--- config.mk ---
export PLATFORM = sky130hd
export DESIGN_NAME = gfs_top
export DESIGN_NICKNAME = d
export VERILOG_FILES = /design/src/include/gfs_pkg.sv /design/src/logic/gfs_top.sv
export SDC_FILE = /design/constraint.sdc
export NUM_CORES = 1
export LEC_CHECK = 0
export BUFFER_PORTS_ARGS = -buffer_cell sky130_fd_sc_hd__buf_4
export CORE_MARGIN = 2
export CORE_UTILIZATION = 30
export CTS_CLUSTER_SIZE = 10
export DETAILED_ROUTE_END_ITERATION = 12
export SLEW_MARGIN = 20
export SYNTH_ARGS = -nofsm -noshare
export SYNTH_HDL_FRONTEND = slang
export SYNTH_SLANG_ARGS = --single-unit
--- constraint.sdc ---
create_clock -name MCLK -period 2.7 [get_ports MCLK]
set_input_delay 0.405 -clock MCLK [delete_from_list [all_inputs] [get_ports MCLK]]
set_output_delay 0.405 -clock MCLK [all_outputs]
set_load 0.05 [all_outputs]
--- src/include/gfs_pkg.sv ---
// gate fault supervisor: offsets, field positions, resets, types
// assumes a single AHB-Lite slave with 32-bit word registers
package gfs_pkg;
    // ==========================================
    // register byte addresses
    localparam logic [7:0] GFS_OFS_CTRL = 8'h00;
    localparam logic [7:0] GFS_OFS_CFG = 8'h04;
    localparam logic [7:0] GFS_OFS_DBLANK = 8'h08;
    localparam logic [7:0] GFS_OFS_OBLANK = 8'h0C;
    localparam logic [7:0] GFS_OFS_PLAT = 8'h10;
    localparam logic [7:0] GFS_OFS_STAT = 8'h14;
    localparam logic [7:0] GFS_OFS_ERR = 8'h18;
    localparam logic [7:0] GFS_OFS_ERRCLR = 8'h1C;
    localparam logic [7:0] GFS_OFS_ERREN = 8'h20;
    // ==========================================
    // field positions
    localparam int GFS_CTRL_CFGMODE = 0;
    localparam int GFS_CTRL_REACT = 1;
    localparam int GFS_CFG_DLVL = 0;
    localparam int GFS_CFG_CLAMP = 1;
    localparam int GFS_CFG_OLVL = 2;
    localparam int GFS_ERR_DESATURATION_SENSE = 0;
    localparam int GFS_ERR_OCP = 1;
    // ==========================================
    // reset values
    localparam logic [7:0] GFS_RST_DBLANK = 8'h10;
    localparam logic [7:0] GFS_RST_OBLANK = 8'h10;
    localparam logic [7:0] GFS_RST_PLAT = 8'h08;
    localparam logic [1:0] GFS_RST_ERREN = 2'h3;
    // ==========================================
    // types
    typedef struct packed {
        logic [1:0] ocp_lvl;
        logic clamp_en;
        logic desaturation_sense_lvl;
    } gfs_cfg_s;
    localparam gfs_cfg_s GFS_RST_CFG = '{2'h0, 1'b0, 1'b0};
    typedef enum logic [1:0] {
        GFS_OFF = 2'b00,
        GFS_ON = 2'b01,
        GFS_PLAT = 2'b10,
        GFS_HARD = 2'b11
    } gfs_state_e;
endpackage

--- src/logic/gfs_top.sv ---
// gate fault supervisor: desaturation and overcurrent protection
// assumes comparator outputs and on command synchronous to MCLK
// Operation
// desaturation comparator is looked at only while the gate is on.
// at turn-on the desaturation_sense pin is pulled low for the desaturation_sense blanking count.
// desaturation_sense above threshold after blanking: safe off, flag, fault pin.
// desaturation_sense level select is writable only in configuration mode.
// live desaturation_sense comparator is readable apart from its sticky flag.
// at turn-off the desaturation_sense pin is pulled low for plateau plus blanking.
// with clamp enabled the desaturation_sense pin is clamped low while gate is off.
// overcurrent comparator is looked at only while the gate is on.
// at turn-on overcurrent evaluation waits the overcurrent blanking.
// overcurrent after blanking: safe off, flag, fault pin.
// live overcurrent comparator is readable, masked while blanking.
// overcurrent threshold follows the overcurrent level select field.
// after a fault the block stays disabled until a reactivate write.
// error flags stay set until software clears them.
`timescale 1ns/10ps
module gfs_top
    import gfs_pkg::*;
#(
    parameter int CNT_W = 8
) (
    input wire logic MCLK, // clock 25 MHz
    input wire logic RST_B, // async reset, low
    input wire logic HSEL, // slave select
    input wire logic [31:0] HADDR, // byte address
    input wire logic [1:0] HTRANS, // transfer type
    input wire logic HWRITE, // write when high
    input wire logic [2:0] HSIZE, // word only
    input wire logic [31:0] HWDATA, // write data
    input wire logic HREADY, // bus ready
    output logic [31:0] HRDATA, // read data
    output logic HREADYOUT, // low in reset, then always ready
    output logic HRESP, // always okay
    input wire logic PWM_ON_REQ, // requested on command
    input wire logic DESATURATION_SENSE_CMP, // desaturation_sense comparator
    input wire logic OCP_CMP, // overcurrent comparator
    output logic GATE_ON, // on command to stage
    output logic DESATURATION_SENSE_PULLDOWN, // force desaturation_sense pin low
    output logic DESATURATION_SENSE_CLAMP, // clamp desaturation_sense to ground
    output logic DESATURATION_SENSE_LEVEL_SEL, // alternate desaturation_sense level
    output logic [1:0] OCP_LEVEL_SEL, // overcurrent level
    output logic FAST_FAULT_N, // fast fault, low
    output logic IRQ // interrupt, high
);

    // ==========================================
    // bus address phase capture
    logic wr_pend_r;
    logic [7:0] wr_addr_r;
    logic bus_take;
    logic rd_take;
    logic wr_take;

    assign bus_take = HSEL && HTRANS[1] && HREADY;
    assign rd_take = bus_take && !HWRITE;
    assign wr_take = bus_take && HWRITE;

    always_ff @(posedge MCLK or negedge RST_B) begin
        if (!RST_B) begin
            wr_pend_r <= 1'b0;
            wr_addr_r <= 8'h00;
        end else begin
            wr_pend_r <= wr_take;
            wr_addr_r <= HADDR[7:0];
        end
    end

    // data phase write to one offset
    function automatic logic wr_hit(input logic [7:0] ofs);
        wr_hit = wr_pend_r && (wr_addr_r == ofs);
    endfunction

    // counters stop at zero
    function automatic logic [CNT_W-1:0] cnt_dec(
        input logic [CNT_W-1:0] v
    );
        cnt_dec = (v == '0) ? v : v - 1'b1;
    endfunction

    // zero wait states, response always okay
    always_ff @(posedge MCLK or negedge RST_B) begin
        if (!RST_B) begin
            HREADYOUT <= 1'b0;
            HRESP <= 1'b0;
        end else begin
            HREADYOUT <= 1'b1;
            HRESP <= 1'b0;
        end
    end

    // ==========================================
    // control and configuration registers
    logic cfg_mode_r;
    logic react_r;
    gfs_cfg_s cfg_r;
    logic [CNT_W-1:0] dblank_r;
    logic [CNT_W-1:0] oblank_r;
    logic [CNT_W-1:0] plat_r;
    logic [1:0] err_en_r;

    always_ff @(posedge MCLK or negedge RST_B) begin
        if (!RST_B) begin
            cfg_mode_r <= 1'b0;
            react_r <= 1'b0;
        end else begin
            react_r <= wr_hit(GFS_OFS_CTRL) && HWDATA[GFS_CTRL_REACT];
            if (wr_hit(GFS_OFS_CTRL)) begin
                cfg_mode_r <= HWDATA[GFS_CTRL_CFGMODE];
            end
        end
    end

    always_ff @(posedge MCLK or negedge RST_B) begin
        if (!RST_B) begin
            cfg_r <= GFS_RST_CFG;
        end else if (wr_hit(GFS_OFS_CFG)) begin
            if (cfg_mode_r) begin
                cfg_r.desaturation_sense_lvl <= HWDATA[GFS_CFG_DLVL] == 1'b1;
            end
            cfg_r.clamp_en <= HWDATA[GFS_CFG_CLAMP];
            cfg_r.ocp_lvl <= HWDATA[GFS_CFG_OLVL +: 2];
        end
    end

    always_ff @(posedge MCLK or negedge RST_B) begin
        if (!RST_B) begin
            dblank_r <= CNT_W'(GFS_RST_DBLANK);
            oblank_r <= CNT_W'(GFS_RST_OBLANK);
            plat_r <= CNT_W'(GFS_RST_PLAT);
            err_en_r <= GFS_RST_ERREN;
        end else begin
            if (wr_hit(GFS_OFS_DBLANK)) begin
                dblank_r <= HWDATA[CNT_W-1:0];
            end
            if (wr_hit(GFS_OFS_OBLANK)) begin
                oblank_r <= HWDATA[CNT_W-1:0];
            end
            if (wr_hit(GFS_OFS_PLAT)) begin
                plat_r <= HWDATA[CNT_W-1:0];
            end
            if (wr_hit(GFS_OFS_ERREN)) begin
                err_en_r <= HWDATA[1:0];
            end
        end
    end

    // ==========================================
    // switching sequence
    gfs_state_e state_r;
    logic [CNT_W-1:0] dcnt_r;
    logic [CNT_W-1:0] ocnt_r;
    logic [CNT_W-1:0] tcnt_r;
    logic disabled_r;
    logic on_st;
    logic desaturation_sense_evt;
    logic ocp_evt;
    logic fault;
    logic turn_off;

    assign on_st = (state_r == GFS_ON);
    // comparators only count in on state after blanking
    assign desaturation_sense_evt = on_st && (dcnt_r == '0) && DESATURATION_SENSE_CMP;
    assign ocp_evt = on_st && (ocnt_r == '0) && OCP_CMP;
    assign fault = desaturation_sense_evt || ocp_evt;
    assign turn_off = on_st && (fault || !PWM_ON_REQ);

    // operating state
    always_ff @(posedge MCLK or negedge RST_B) begin
        if (!RST_B) begin
            state_r <= GFS_OFF;
        end else begin
            case (state_r)
                GFS_OFF: begin
                    if (PWM_ON_REQ && !disabled_r) begin
                        state_r <= GFS_ON;
                    end
                end
                GFS_ON: begin
                    if (turn_off) begin
                        state_r <= GFS_PLAT;
                    end
                end
                GFS_PLAT: begin
                    if (tcnt_r == '0) begin
                        state_r <= GFS_HARD;
                    end
                end
                GFS_HARD: begin
                    if (tcnt_r == '0) begin
                        state_r <= GFS_OFF;
                    end
                end
                default: begin
                    state_r <= GFS_OFF;
                end
            endcase
        end
    end

    // blanking counters, reloaded in the off state, held in plateau and hard-off
    always_ff @(posedge MCLK or negedge RST_B) begin
        if (!RST_B) begin
            dcnt_r <= '0;
            ocnt_r <= '0;
        end else if (state_r == GFS_OFF) begin
            dcnt_r <= dblank_r;
            ocnt_r <= oblank_r;
        end else if (on_st) begin
            dcnt_r <= cnt_dec(dcnt_r);
            ocnt_r <= cnt_dec(ocnt_r);
        end
    end

    // turn-off timer: plateau, then blanking extension
    always_ff @(posedge MCLK or negedge RST_B) begin
        if (!RST_B) begin
            tcnt_r <= '0;
        end else begin
            case (state_r)
                GFS_ON: begin
                    tcnt_r <= plat_r;
                end
                GFS_PLAT: begin
                    if (tcnt_r == '0) begin
                        tcnt_r <= dblank_r;
                    end else begin
                        tcnt_r <= cnt_dec(tcnt_r);
                    end
                end
                default: begin
                    tcnt_r <= cnt_dec(tcnt_r);
                end
            endcase
        end
    end

    // ==========================================
    // disable latch and fast fault pin
    always_ff @(posedge MCLK or negedge RST_B) begin
        if (!RST_B) begin
            disabled_r <= 1'b0;
            FAST_FAULT_N <= 1'b1;
        end else begin
            if (fault) begin
                disabled_r <= 1'b1;
            end else if (react_r) begin
                disabled_r <= 1'b0;
            end
            // pin falls only on the enabled-to-disabled change
            if (fault && !disabled_r) begin
                FAST_FAULT_N <= 1'b0;
            end else if (react_r) begin
                FAST_FAULT_N <= 1'b1;
            end
        end
    end

    // ==========================================
    // pin drive outputs
    logic gate_on_nxt;
    logic pull_nxt;

    assign gate_on_nxt = (state_r == GFS_OFF) ? PWM_ON_REQ && !disabled_r
        : (state_r == GFS_ON) && !fault && PWM_ON_REQ;
    assign pull_nxt = gate_on_nxt ?
        ((state_r == GFS_OFF) || (dcnt_r > 1)) :
        (state_r == GFS_ON) || (state_r == GFS_PLAT) ||
        ((state_r == GFS_HARD) && (tcnt_r != '0));

    always_ff @(posedge MCLK or negedge RST_B) begin
        if (!RST_B) begin
            GATE_ON <= 1'b0;
            DESATURATION_SENSE_PULLDOWN <= 1'b0;
            DESATURATION_SENSE_CLAMP <= 1'b0;
            DESATURATION_SENSE_LEVEL_SEL <= 1'b0;
            OCP_LEVEL_SEL <= 2'h0;
        end else begin
            GATE_ON <= gate_on_nxt;
            DESATURATION_SENSE_PULLDOWN <= pull_nxt;
            DESATURATION_SENSE_CLAMP <= cfg_r.clamp_en && !gate_on_nxt;
            DESATURATION_SENSE_LEVEL_SEL <= cfg_r.desaturation_sense_lvl;
            OCP_LEVEL_SEL <= cfg_r.ocp_lvl;
        end
    end

    // ==========================================
    // sticky error flags and interrupt
    logic [1:0] err_r;
    logic [1:0] err_set;
    logic [1:0] err_clr;
    logic [1:0] err_nxt;

    assign err_set = {ocp_evt, desaturation_sense_evt};
    assign err_clr = wr_hit(GFS_OFS_ERRCLR) ? HWDATA[1:0] : 2'h0;
    // set wins over a clear in the same cycle
    assign err_nxt = (err_r & ~err_clr) | err_set;

    always_ff @(posedge MCLK or negedge RST_B) begin
        if (!RST_B) begin
            err_r <= 2'h0;
            IRQ <= 1'b0;
        end else begin
            err_r <= err_nxt;
            IRQ <= |(err_nxt & err_en_r);
        end
    end

    // ==========================================
    // read data
    logic ocp_live;
    logic [31:0] rd_nxt;

    assign ocp_live = OCP_CMP && (state_r == GFS_ON)
        && (ocnt_r == '0);

    // status is taken at the address edge
    always_comb begin
        rd_nxt = 32'h0000_0000;
        case (HADDR[7:0])
            GFS_OFS_CTRL: rd_nxt[GFS_CTRL_CFGMODE] = cfg_mode_r;
            GFS_OFS_CFG: rd_nxt[3:0] = cfg_r;
            GFS_OFS_DBLANK: rd_nxt[CNT_W-1:0] = dblank_r;
            GFS_OFS_OBLANK: rd_nxt[CNT_W-1:0] = oblank_r;
            GFS_OFS_PLAT: rd_nxt[CNT_W-1:0] = plat_r;
            GFS_OFS_STAT: rd_nxt[5:0] = {state_r, disabled_r,
                GATE_ON, ocp_live, DESATURATION_SENSE_CMP};
            GFS_OFS_ERR: rd_nxt[1:0] = err_r;
            GFS_OFS_ERREN: rd_nxt[1:0] = err_en_r;
            default: rd_nxt = 32'h0000_0000;
        endcase
    end

    always_ff @(posedge MCLK or negedge RST_B) begin
        if (!RST_B) begin
            HRDATA <= 32'h0000_0000;
        end else if (rd_take) begin
            HRDATA <= rd_nxt;
        end
    end

endmodule

==> results by group, run 1 <==
Place
  • Buffers added on ports: 41
  • Post-placement cell count: 636
  • Instance area after placement: 4980 um2
  • Pre-CTS setup slack: 0.567 ns
  • Final HPWL DP: 7.90 mm
  • Gp weighted congestion: 0.852

Clock tree
  • Clock transition time at the flip-flop clock pins of the worst setup and hold paths: 0.06 ns
  • Hold-fix buffers, CTS: 0
  • Clk Tree Root Cell: clkbuf_16
  • Number of gates resized after CTS: 0
  • Clock Path Buffers: 2
  • Number of buffers added by the clock tree synthesis step: 9
  • TritonCTS Sinks: 87
  • Number of H-tree levels: 3
  • Insertion delay to the later sink of the worst-skew pair: 0.34 ns
  • Setup Buffers After CTS: 0
  • Clock tree from TritonCTS: yes

Pwr
  • Reported leakage power: 2.30 nW
  • Internal Dissipation: 2.85 mW
  • Power per unit of standard cell area: 865 nW/um2
  • Relative contribution of the clock network to total power: 25.7%
  • Switch Pwr: 1.70 mW
  • Overall power consumption: 4.55 mW
  • Maximum resistive drop on vdd: 336 uV
  • Comb pwr share: 36.4%
  • Switching power share of the total: 37.4%
  • Power share of the sequential group: 37.9%

Critical path
  • Critical path endpoint category: register
  • Endpoint arrival time on the critical path: 2.36 ns
  • Startpoint Class: register
  • Reg2reg start: state_r[1]
  • CP Max Fanout: 14
  • Critical path launch point: state_r[1]
  • Data required time at the worst endpoint: 2.93 ns
  • Kind of critical path: reg -> reg

Route
  • Final routed wirelength across all metal layers: 10.5 mm
  • Vias per cell: 4.95
  • DRT antenna net count: 0
  • Number of iterations in the first detailed-routing pass: 4
  • # DRC: 0
  • Max Used Layer: met4
  • Routed len/inst: 16.1 um
  • Met3 WL: 476 um
  • Wire length on met1: 4.89 mm
  • Via total after detailed routing: 3226
  • Total length of routed met2 wires: 4.95 mm
  • Starting DRT DRC Count: 136

Timing
  • Actual transition at the worst max-transition pin: 0.582 ns
  • Final Hold Vio Count: 0
  • Pins over their slew limit: 0
  • Final-layout setup total negative slack: 0 ns
  • Max Clock Skew: 0.00791 ns
  • Final Cycle Share: 78.8%
  • Min setup slack post-route: 0.574 ns
  • Maximum clock frequency: 470 MHz
  • Min Hold Slack: 0.0117 ns
  • Tmin final: 2.13 ns
  • Worst relative slew slack: 60.8%
  • Endpoints failing setup: 0
  • Unrepaired setup endpoints after global routing: no

Synth
  • Synthesized-area fraction occupied by and/or/nand/nor cells: 15.7%
  • Dominant combinational cell family by area after synthesis: simple AND/OR/NAND/NOR gates
  • Dominant register cell in the synthesized netlist: dfrtp_1
  • Seq/Total Area, Yosys: 47.9%
  • Xor-xnor portion of the synthesized cell area: 3.84%
  • Multiplexer area fraction after synthesis: 11.5%
  • Post-synth ARST share: 100%
  • Fraction of the mapped netlist area in adder cells: 3.02%
  • Post-synthesis compound-gate area fraction: 10.9%
  • Syn Std Cell Area: 4560 um2
  • EDFF count, synth: 0
  • Yosys Warn Count: 0
  • Flip-flop and latch count after synthesis: 87
  • Netlist cell types: 62
  • Average instance area after synthesis: 10.9 um2
  • Gate count after technology mapping: 419

Floorplanning
  • Cell row count: 45
  • Placeable Area: 15000 um2
  • X dimension of the die: 127 um
  • Floorplan die area: 16200 um2
  • DIE HEIGHT: 127 um
  • Initial cell density of the core: 30.3%
  • Number of top-level pins: 119

Final layout
  • Most frequent standard cell in the layout excluding fill and tap cells: dfrtp_1
  • Post-layout utilization of the core: 35.0%
  • Antenna fix cells: 0
  • Commonest cells after routing, fill and taps aside: 81 x dfrtp_1, 45 x buf_4, 36 x nand2_1, 35 x mux2_2
  • Fraction of final layout cells sized beyond drive strength 1: 26.3%
  • Filler-free cell count of the finished design: 652
  • Summed area of non-filler cells in the final layout: 5260 um2
  • Post-layout nets: 547
  • P&R area growth vs syn: 15.4%

Min path
  • Path category of the worst min-delay check: in -> async

Outcome
  • Outcome: finished clean

GRT
  • Maximum number of pins on one net before global-route repair: 54
  • Number of global-route vias before repair: 3237
  • Overall Global Routing Usage: 13.8%
  • Wire length of the first global-routing pass: 17.4 mm
  • Total global routing overflow: 0
  • Initial antenna violation count: 0

Job
  • Number of max-cap violations: 0
## sequential cells by signal, summed over array words and instances (netlist names), 4 cells and up
signal	cells
oblank_r	8
HRDATA	8
cfg_r	4
ocnt_r	8
dblank_r	8
wr_addr_r	8
dcnt_r	8
plat_r	8
tcnt_r	8
## per-layer routing
| layer | vias to the layer above | global-route usage, % |
|---|---|---|
| li1 | 1528 | - |
| met1 | 1609 | 19.0 |
| met2 | 78 | 22.0 |
| met3 | 11 | 2.60 |
| met4 | 0 | 4.85 |
| met5 | - | 0 |
## power groups by stage
stage	logic, mW	registers, mW	clock network, mW
2_1_floorplan	1.23	1.78	0
3_3_place_gp	1.62	1.73	0
3_5_place_dp	1.67	1.74	0
4_1_cts	1.68	1.72	1.20
5_1_grt	1.86	1.75	1.27
6_report	1.66	1.72	1.17
## synthesized netlist by cell type (6+ instances only)
master / number / share of area [%]
dfrtp_1: 81 / 44
mux2i_1: 10 / 2.2
mux2_2: 35 / 8.6
buf_4: 27 / 4.4
a22oi_1: 6 / 0.99
xor2_1: 14 / 2.7
ha_1: 11 / 3.0
o22ai_1: 8 / 1.1
a21oi_1: 6 / 0.66
o21ai_0: 26 / 2.9
inv_1: 14 / 1.2
nand2_1: 36 / 3.0
nor2_1: 24 / 2.0
buf_2: 8 / 0.88
dfstp_2: 6 / 3.5
nor3_1: 6 / 0.66
nand3_1: 10 / 1.1
xnor2_1: 6 / 1.2
## cell type report
cell class / count / area, um2
fillers: 1493 / 9770
flip-flops and latches: 87 / 2180
multi-input cells: 301 / 2150
repair buffers: 46 / 358
clock buffers: 10 / 239
well taps: 188 / 235
inverters: 14 / 52.6
clock inverters: 6 / 45.0
## logic make-up after synthesis
group,Yosys count
adders and majority gates,11
and+or+nand+nor,123
buffers and inverters,55
xor gates and xnor gates,20
DFF,87
AOI/OAI and AO/OA,74
other,2
muxes,47
## critical path, stage by stage, from the launching register on
cell and delay, ns:
dfrtp_1 0.43, inv_1 0.10, ha_1 0.46, and4_4 0.37, or3_4 0.15, o221a_4 0.19, mux2_4 0.29
## final timing paths
path | endpoint | slack, ns | cells after the start
hold / removal | DESATURATION_SENSE_PULLDOWN | 0.01 | 1
hold reg to reg | OCP_LEVEL_SEL[1] | 0.42 | 0
min in group MCLK | wr_addr_r[1] | 0.19 | 1
setup / recovery | state_r[1] | 0.57 | 6
setup reg to reg | state_r[1] | 0.57 | 6
max in group asynchronous | err_en_r[1] | 1.99 | 2
Note: power is estimated with default switching activity, not from simulation.
==> run 2: changes to the inputs <==
clock period = 1.9 ns   (was 2.7 ns; I/O delays follow)
==> results by group, run 2 (synthesis results as in run 1) <==
Timing
  • Endpoints failing setup: 0
  • Final Hold Vio Count: 0
  • Final Cycle Share: 99.5%
  • Maximum clock frequency: 529 MHz
  • Tmin final: 1.89 ns
  • Pins over their slew limit: 0
  • Min Hold Slack: 0.0795 ns
  • Unrepaired setup endpoints after global routing: yes
  • Max Clock Skew: 0.00587 ns
  • Min setup slack post-route: 0.00863 ns

Floorplanning
  • Number of top-level pins: 119
  • Cell row count: 45
  • X dimension of the die: 127 um
  • Initial cell density of the core: 30.3%
  • DIE HEIGHT: 127 um
  • Placeable Area: 15000 um2
  • Floorplan die area: 16200 um2

Place
  • Buffers added on ports: 41
  • Pre-CTS setup slack: -0.0339 ns
  • Gp weighted congestion: 0.869
  • Final HPWL DP: 8.34 mm

Clock tree
  • Clock tree from TritonCTS: yes
  • Clk Tree Root Cell: clkbuf_16
  • Clock Path Buffers: 2
  • Number of H-tree levels: 3
  • TritonCTS Sinks: 87
  • Clock transition time at the flip-flop clock pins of the worst setup and hold paths: 0.06 ns
  • Number of buffers added by the clock tree synthesis step: 9
  • Insertion delay to the later sink of the worst-skew pair: 0.33 ns

Final layout
  • Multi-input logic area: 2190 um2
  • Sequential cell area: 2180 um2
  • Post-layout nets: 574
  • P&R area growth vs syn: 21.1%
  • Fraction of final layout cells sized beyond drive strength 1: 31.2%
  • Most frequent standard cell in the layout excluding fill and tap cells: dfrtp_1
  • Antenna fix cells: 0
  • Fillcell total: 1459
  • Commonest cells after routing, fill and taps aside: 81 x dfrtp_1, 70 x buf_4, 36 x nand2_1, 35 x mux2_2, 26 x conb_1

Critical path
  • Startpoint Class: register
  • Critical path cell sequence: inv_2 > ha_2 > nor3b_4 > and4_4 > or3_4 > o221a_4 > mux2_4
  • Data required time at the worst endpoint: 2.12 ns
  • Critical-path top delay cell: or3_4
  • Critical path launch point: ocnt_r[1]
  • Critical path endpoint category: register
  • Kind of critical path: reg -> reg
  • Maximum cell stage delay along the critical path: 0.42 ns
  • Endpoint arrival time on the critical path: 2.11 ns
  • Reg2reg start: ocnt_r[1]
  • CP Max Fanout: 3

Route
  • Routed len/inst: 16.4 um
  • Vias per cell: 4.99
  • DRT antenna net count: 0
  • Final routed wirelength across all metal layers: 11.2 mm
  • # DRC: 0
  • Number of iterations in the first detailed-routing pass: 5
  • Starting DRT DRC Count: 165
  • Via total after detailed routing: 3385

GRT
  • Maximum number of pins on one net before global-route repair: 35
  • Wire length of the first global-routing pass: 18.3 mm
  • Total global routing overflow: 0
  • Number of global-route vias before repair: 3462
  • Overall Global Routing Usage: 14.5%
  • Initial antenna violation count: 0

Min path
  • Startpoint of the worst hold path: HADDR[1]
  • Path category of the worst min-delay check: in -> reg

Job
  • Number of max-cap violations: 0

Pwr
  • Power per unit of standard cell area: 1260 nW/um2
  • Maximum resistive drop on vdd: 460 uV
  • Reported leakage power: 2.46 nW

Outcome
  • Outcome: finished clean
run 2: cell types whose count changed in the layout (fill, tap and decap cells not counted), sizes merged:
cell / delta
clkinvlp: -3
dlygate4sd3: +1
clkbuf: +2
bufinv: +1
buf: +26
inv: -1
clkinv: +1
run 2: worst paths after layout:
kind	slack, ns	to	cells after the start
setup / recovery	0.009	state_r[1]	7
hold / removal	0.08	wr_addr_r[1]	1
setup reg to reg	0.009	state_r[1]	7
hold reg to reg	0.41	DESATURATION_SENSE_LEVEL_SEL	0
max in group asynchronous	0.81	dblank_r[4]	3
min in group asynchronous	0.44	dcnt_r[7]	2
run 2: timing repair:
action / 4_1_cts / 5_1_grt
resized for setup: 3 / 11
setup endpoints to repair: 4 / 18
hold buffers: 1 / 0
endpoints found under the hold margin: 25 / 0
setup buffers: 1 / 0
pin swaps: 2 / 4
run 2: final cells by class:
| cell class | instances | share of cell area [%] |
|---|---|---|
| multi-input cells | 301 | 39.7 |
| clock buffers | 12 | 4.46 |
| clock inverters | 4 | 0.816 |
| inverters | 14 | 0.952 |
| well taps | 188 | 4.26 |
| repair buffers | 73 | 10.3 |
| flip-flops and latches | 87 | 39.6 |
run 2: stage by stage:
| step | cells | TNS, ns | utilization, % | instance area (um2) | power, mW |
|---|---|---|---|---|---|
| 2_1_floorplan | 443 | 0 | - | 4650 | 4.28 |
| 3_3_place_gp | 661 | -0.0250 | 34.4 | 5160 | 5.02 |
| 3_5_place_dp | 661 | -0.0364 | 34.4 | 5160 | 5.12 |
| 4_1_cts | 679 | 0 | 36.5 | 5490 | 6.93 |
| 5_1_grt | 679 | -0.0516 | 36.7 | 5520 | 7.43 |
| 6_report | 679 | 0 | 36.7 | 5520 | 6.97 |
run 2: where the power goes:
group	internal, mW	switching (mW)	leakage [nW]
clock	1.05	0.694	0.146
combinational	1.24	1.54	1.22
sequential	2.17	0.273	1.09
total	4.46	2.51	2.46
run 2: critical path, delay by kind of cell, from the launching register on:
| kind | cells | cell delay (ns) |
|---|---|---|
| fa+ha+maj | 1 | 0.16 |
| simple gates | 3 | 0.78 |
| flops | 1 | 0.36 |
| compound gates | 1 | 0.14 |
| mux | 1 | 0.29 |
| buf+inv | 1 | 0.05 |
run 2: routing by layer:
| layer | routed length, um | track usage [%] | part of all wire [%] |
|---|---|---|---|
| met1 | 5130 | 19.8 | 46 |
| met2 | 5380 | 23.3 | 48 |
| met3 | 494 | 2.64 | 4.4 |
| met4 | 163 | 4.65 | 1.5 |
| met5 | 0 | 0 | 0 |
==> run 3: changes to the inputs <==
CORE_MARGIN = unset   (was 2)
HOLD_SLACK_MARGIN = 0.12   (was unset)
==> results by group, run 3 (synthesis results as in run 1) <==
Clock tree
  • Clock Path Buffers: 2
  • Clk Tree Root Cell: clkbuf_16
  • Number of H-tree levels: 3
  • TritonCTS Sinks: 87
  • Clock transition time at the flip-flop clock pins of the worst setup and hold paths: 0.06 ns
  • Clock tree from TritonCTS: yes
  • Insertion delay to the later sink of the worst-skew pair: 0.34 ns
  • Number of buffers added by the clock tree synthesis step: 9

Final layout
  • Antenna fix cells: 0
  • Commonest cells after routing, fill and taps aside: 81 x dfrtp_1, 64 x buf_4, 36 x nand2_1, 35 x mux2_2
  • Post-layout utilization of the core: 37.4%
  • Fraction of final layout cells sized beyond drive strength 1: 29.9%
  • P&R area growth vs syn: 20.6%
  • Filler-free cell count of the finished design: 673
  • Most frequent standard cell in the layout excluding fill and tap cells: dfrtp_1
  • Post-layout nets: 572

Route
  • Number of iterations in the first detailed-routing pass: 10
  • Total length of routed met2 wires: 5.20 mm
  • Starting DRT DRC Count: 195
  • Routed len/inst: 16.3 um
  • DRT antenna net count: 0
  • Via total after detailed routing: 3305
  • Met3 WL: 461 um
  • Vias per cell: 4.91
  • Wire length on met1: 5.14 mm
  • # DRC: 7
  • Final routed wirelength across all metal layers: 11.0 mm
  • Max Used Layer: met4

Critical path
  • Reg2reg start: ocnt_r[3]
  • Kind of critical path: reg -> reg
  • Startpoint Class: register
  • Data required time at the worst endpoint: 2.13 ns
  • Reg2reg end: state_r[1]
  • CP Max Fanout: 4
  • Reg-to-reg slack, setup: 0.02 ns
  • Worst R2R Path Depth: 5
  • Endpoint arrival time on the critical path: 2.11 ns
  • Critical path endpoint category: register

Min path
  • Endpoint of the worst hold path: wr_addr_r[4]
  • Path category of the worst min-delay check: in -> reg
  • Hold Path Depth: 1
  • Startpoint of the worst hold path: HADDR[4]

Floorplanning
  • X dimension of the die: 125 um
  • Placeable Area: 14700 um2
  • Cell row count: 44
  • DIE HEIGHT: 125 um
  • Number of top-level pins: 119
  • Initial cell density of the core: 31.0%
  • Floorplan die area: 15700 um2

Timing
  • Endpoints failing setup: 0
  • Final Hold Vio Count: 0
  • Min Hold Slack: 0.185 ns
  • Final Cycle Share: 98.8%
  • Unrepaired setup endpoints after global routing: yes
  • Min setup slack post-route: 0.0230 ns
  • Pins over their slew limit: 0
  • Max Clock Skew: 0.00512 ns
  • Maximum clock frequency: 533 MHz
  • Final-layout setup total negative slack: 0 ns
  • Tmin final: 1.88 ns

GRT
  • Overall Global Routing Usage: 14.8%
  • Wire length of the first global-routing pass: 17.9 mm
  • Maximum number of pins on one net before global-route repair: 31
  • Number of global-route vias before repair: 3350
  • Initial antenna violation count: 0
  • Total global routing overflow: 0

Place
  • Gp weighted congestion: 0.799
  • Buffers added on ports: 41
  • Post-placement cell count: 649
  • Pre-CTS setup slack: -0.0120 ns
  • Final HPWL DP: 8.26 mm

Outcome
  • Failing checks: DRC
  • Outcome: complete, but fails checks

Job
  • Number of max-cap violations: 0

Pwr
  • Maximum resistive drop on vdd: 609 uV
  • Reported leakage power: 2.44 nW
  • Power per unit of standard cell area: 1240 nW/um2
run 3: worst max-delay path: stages (launching register included):
cell and delay [ns]:
dfrtp_1 0.43, nor4_4 0.44, and4_4 0.30, or3_4 0.13, o221a_4 0.18, mux2_4 0.29
run 3: power breakdown:
group          switching, mW  internal [mW]
sequential             0.276           2.17
combinational           1.51           1.18
clock                  0.713          0.954
total                   2.50           4.30
run 3: layout make-up:
cell class              instances  area [um2]
flip-flops and latches         87        2180
well taps                     184         230
clock buffers                  13         260
clock inverters                 3        17.5
repair buffers                 71         561
fillers                      1448        9200
multi-input cells             301        2190
inverters                      14        52.6
run 3: repair_timing:
| action | 4_1_cts | 5_1_grt |
|---|---|---|
| gates resized for setup | 3 | 9 |
| endpoints found under the hold margin | 29 | 0 |
| buffers inserted | 0 | 2 |
| endpoints found under the setup margin | 3 | 13 |
| hold buffers | 6 | 0 |
| pin swaps | 0 | 3 |
run 3: metal layers:
| layer | GRT usage [%] | up-vias |
|---|---|---|
| met2 | 23.5 | 85 |
| met5 | 0 | - |
| met4 | 6.31 | 0 |
| met1 | 19.9 | 1623 |
| met3 | 2.40 | 16 |
| li1 | - | 1581 |
run 3: how the worst max path moves through the flow:
stage	from	to	slack, ns	cells after the start
3_5_place_dp	ocnt_r[0]	state_r[1]	-0.01	7
2_1_floorplan	dcnt_r[0]	state_r[1]	0.02	7
3_3_place_gp	dcnt_r[0]	DESATURATION_SENSE_CLAMP	-0.002	8
5_1_grt	ocnt_r[3]	state_r[1]	-0.01	5
6_report	ocnt_r[3]	state_r[1]	0.02	5
4_1_cts	ocnt_r[0]	state_r[1]	0.01	7
run 3: through the flow:
step	area [um2]	power [mW]
final	5500	6.80
after global routing	5500	7.25
after CTS	5450	6.71
after detailed placement	5100	5.00
after global placement	5100	4.90
after floorplan	4650	4.28
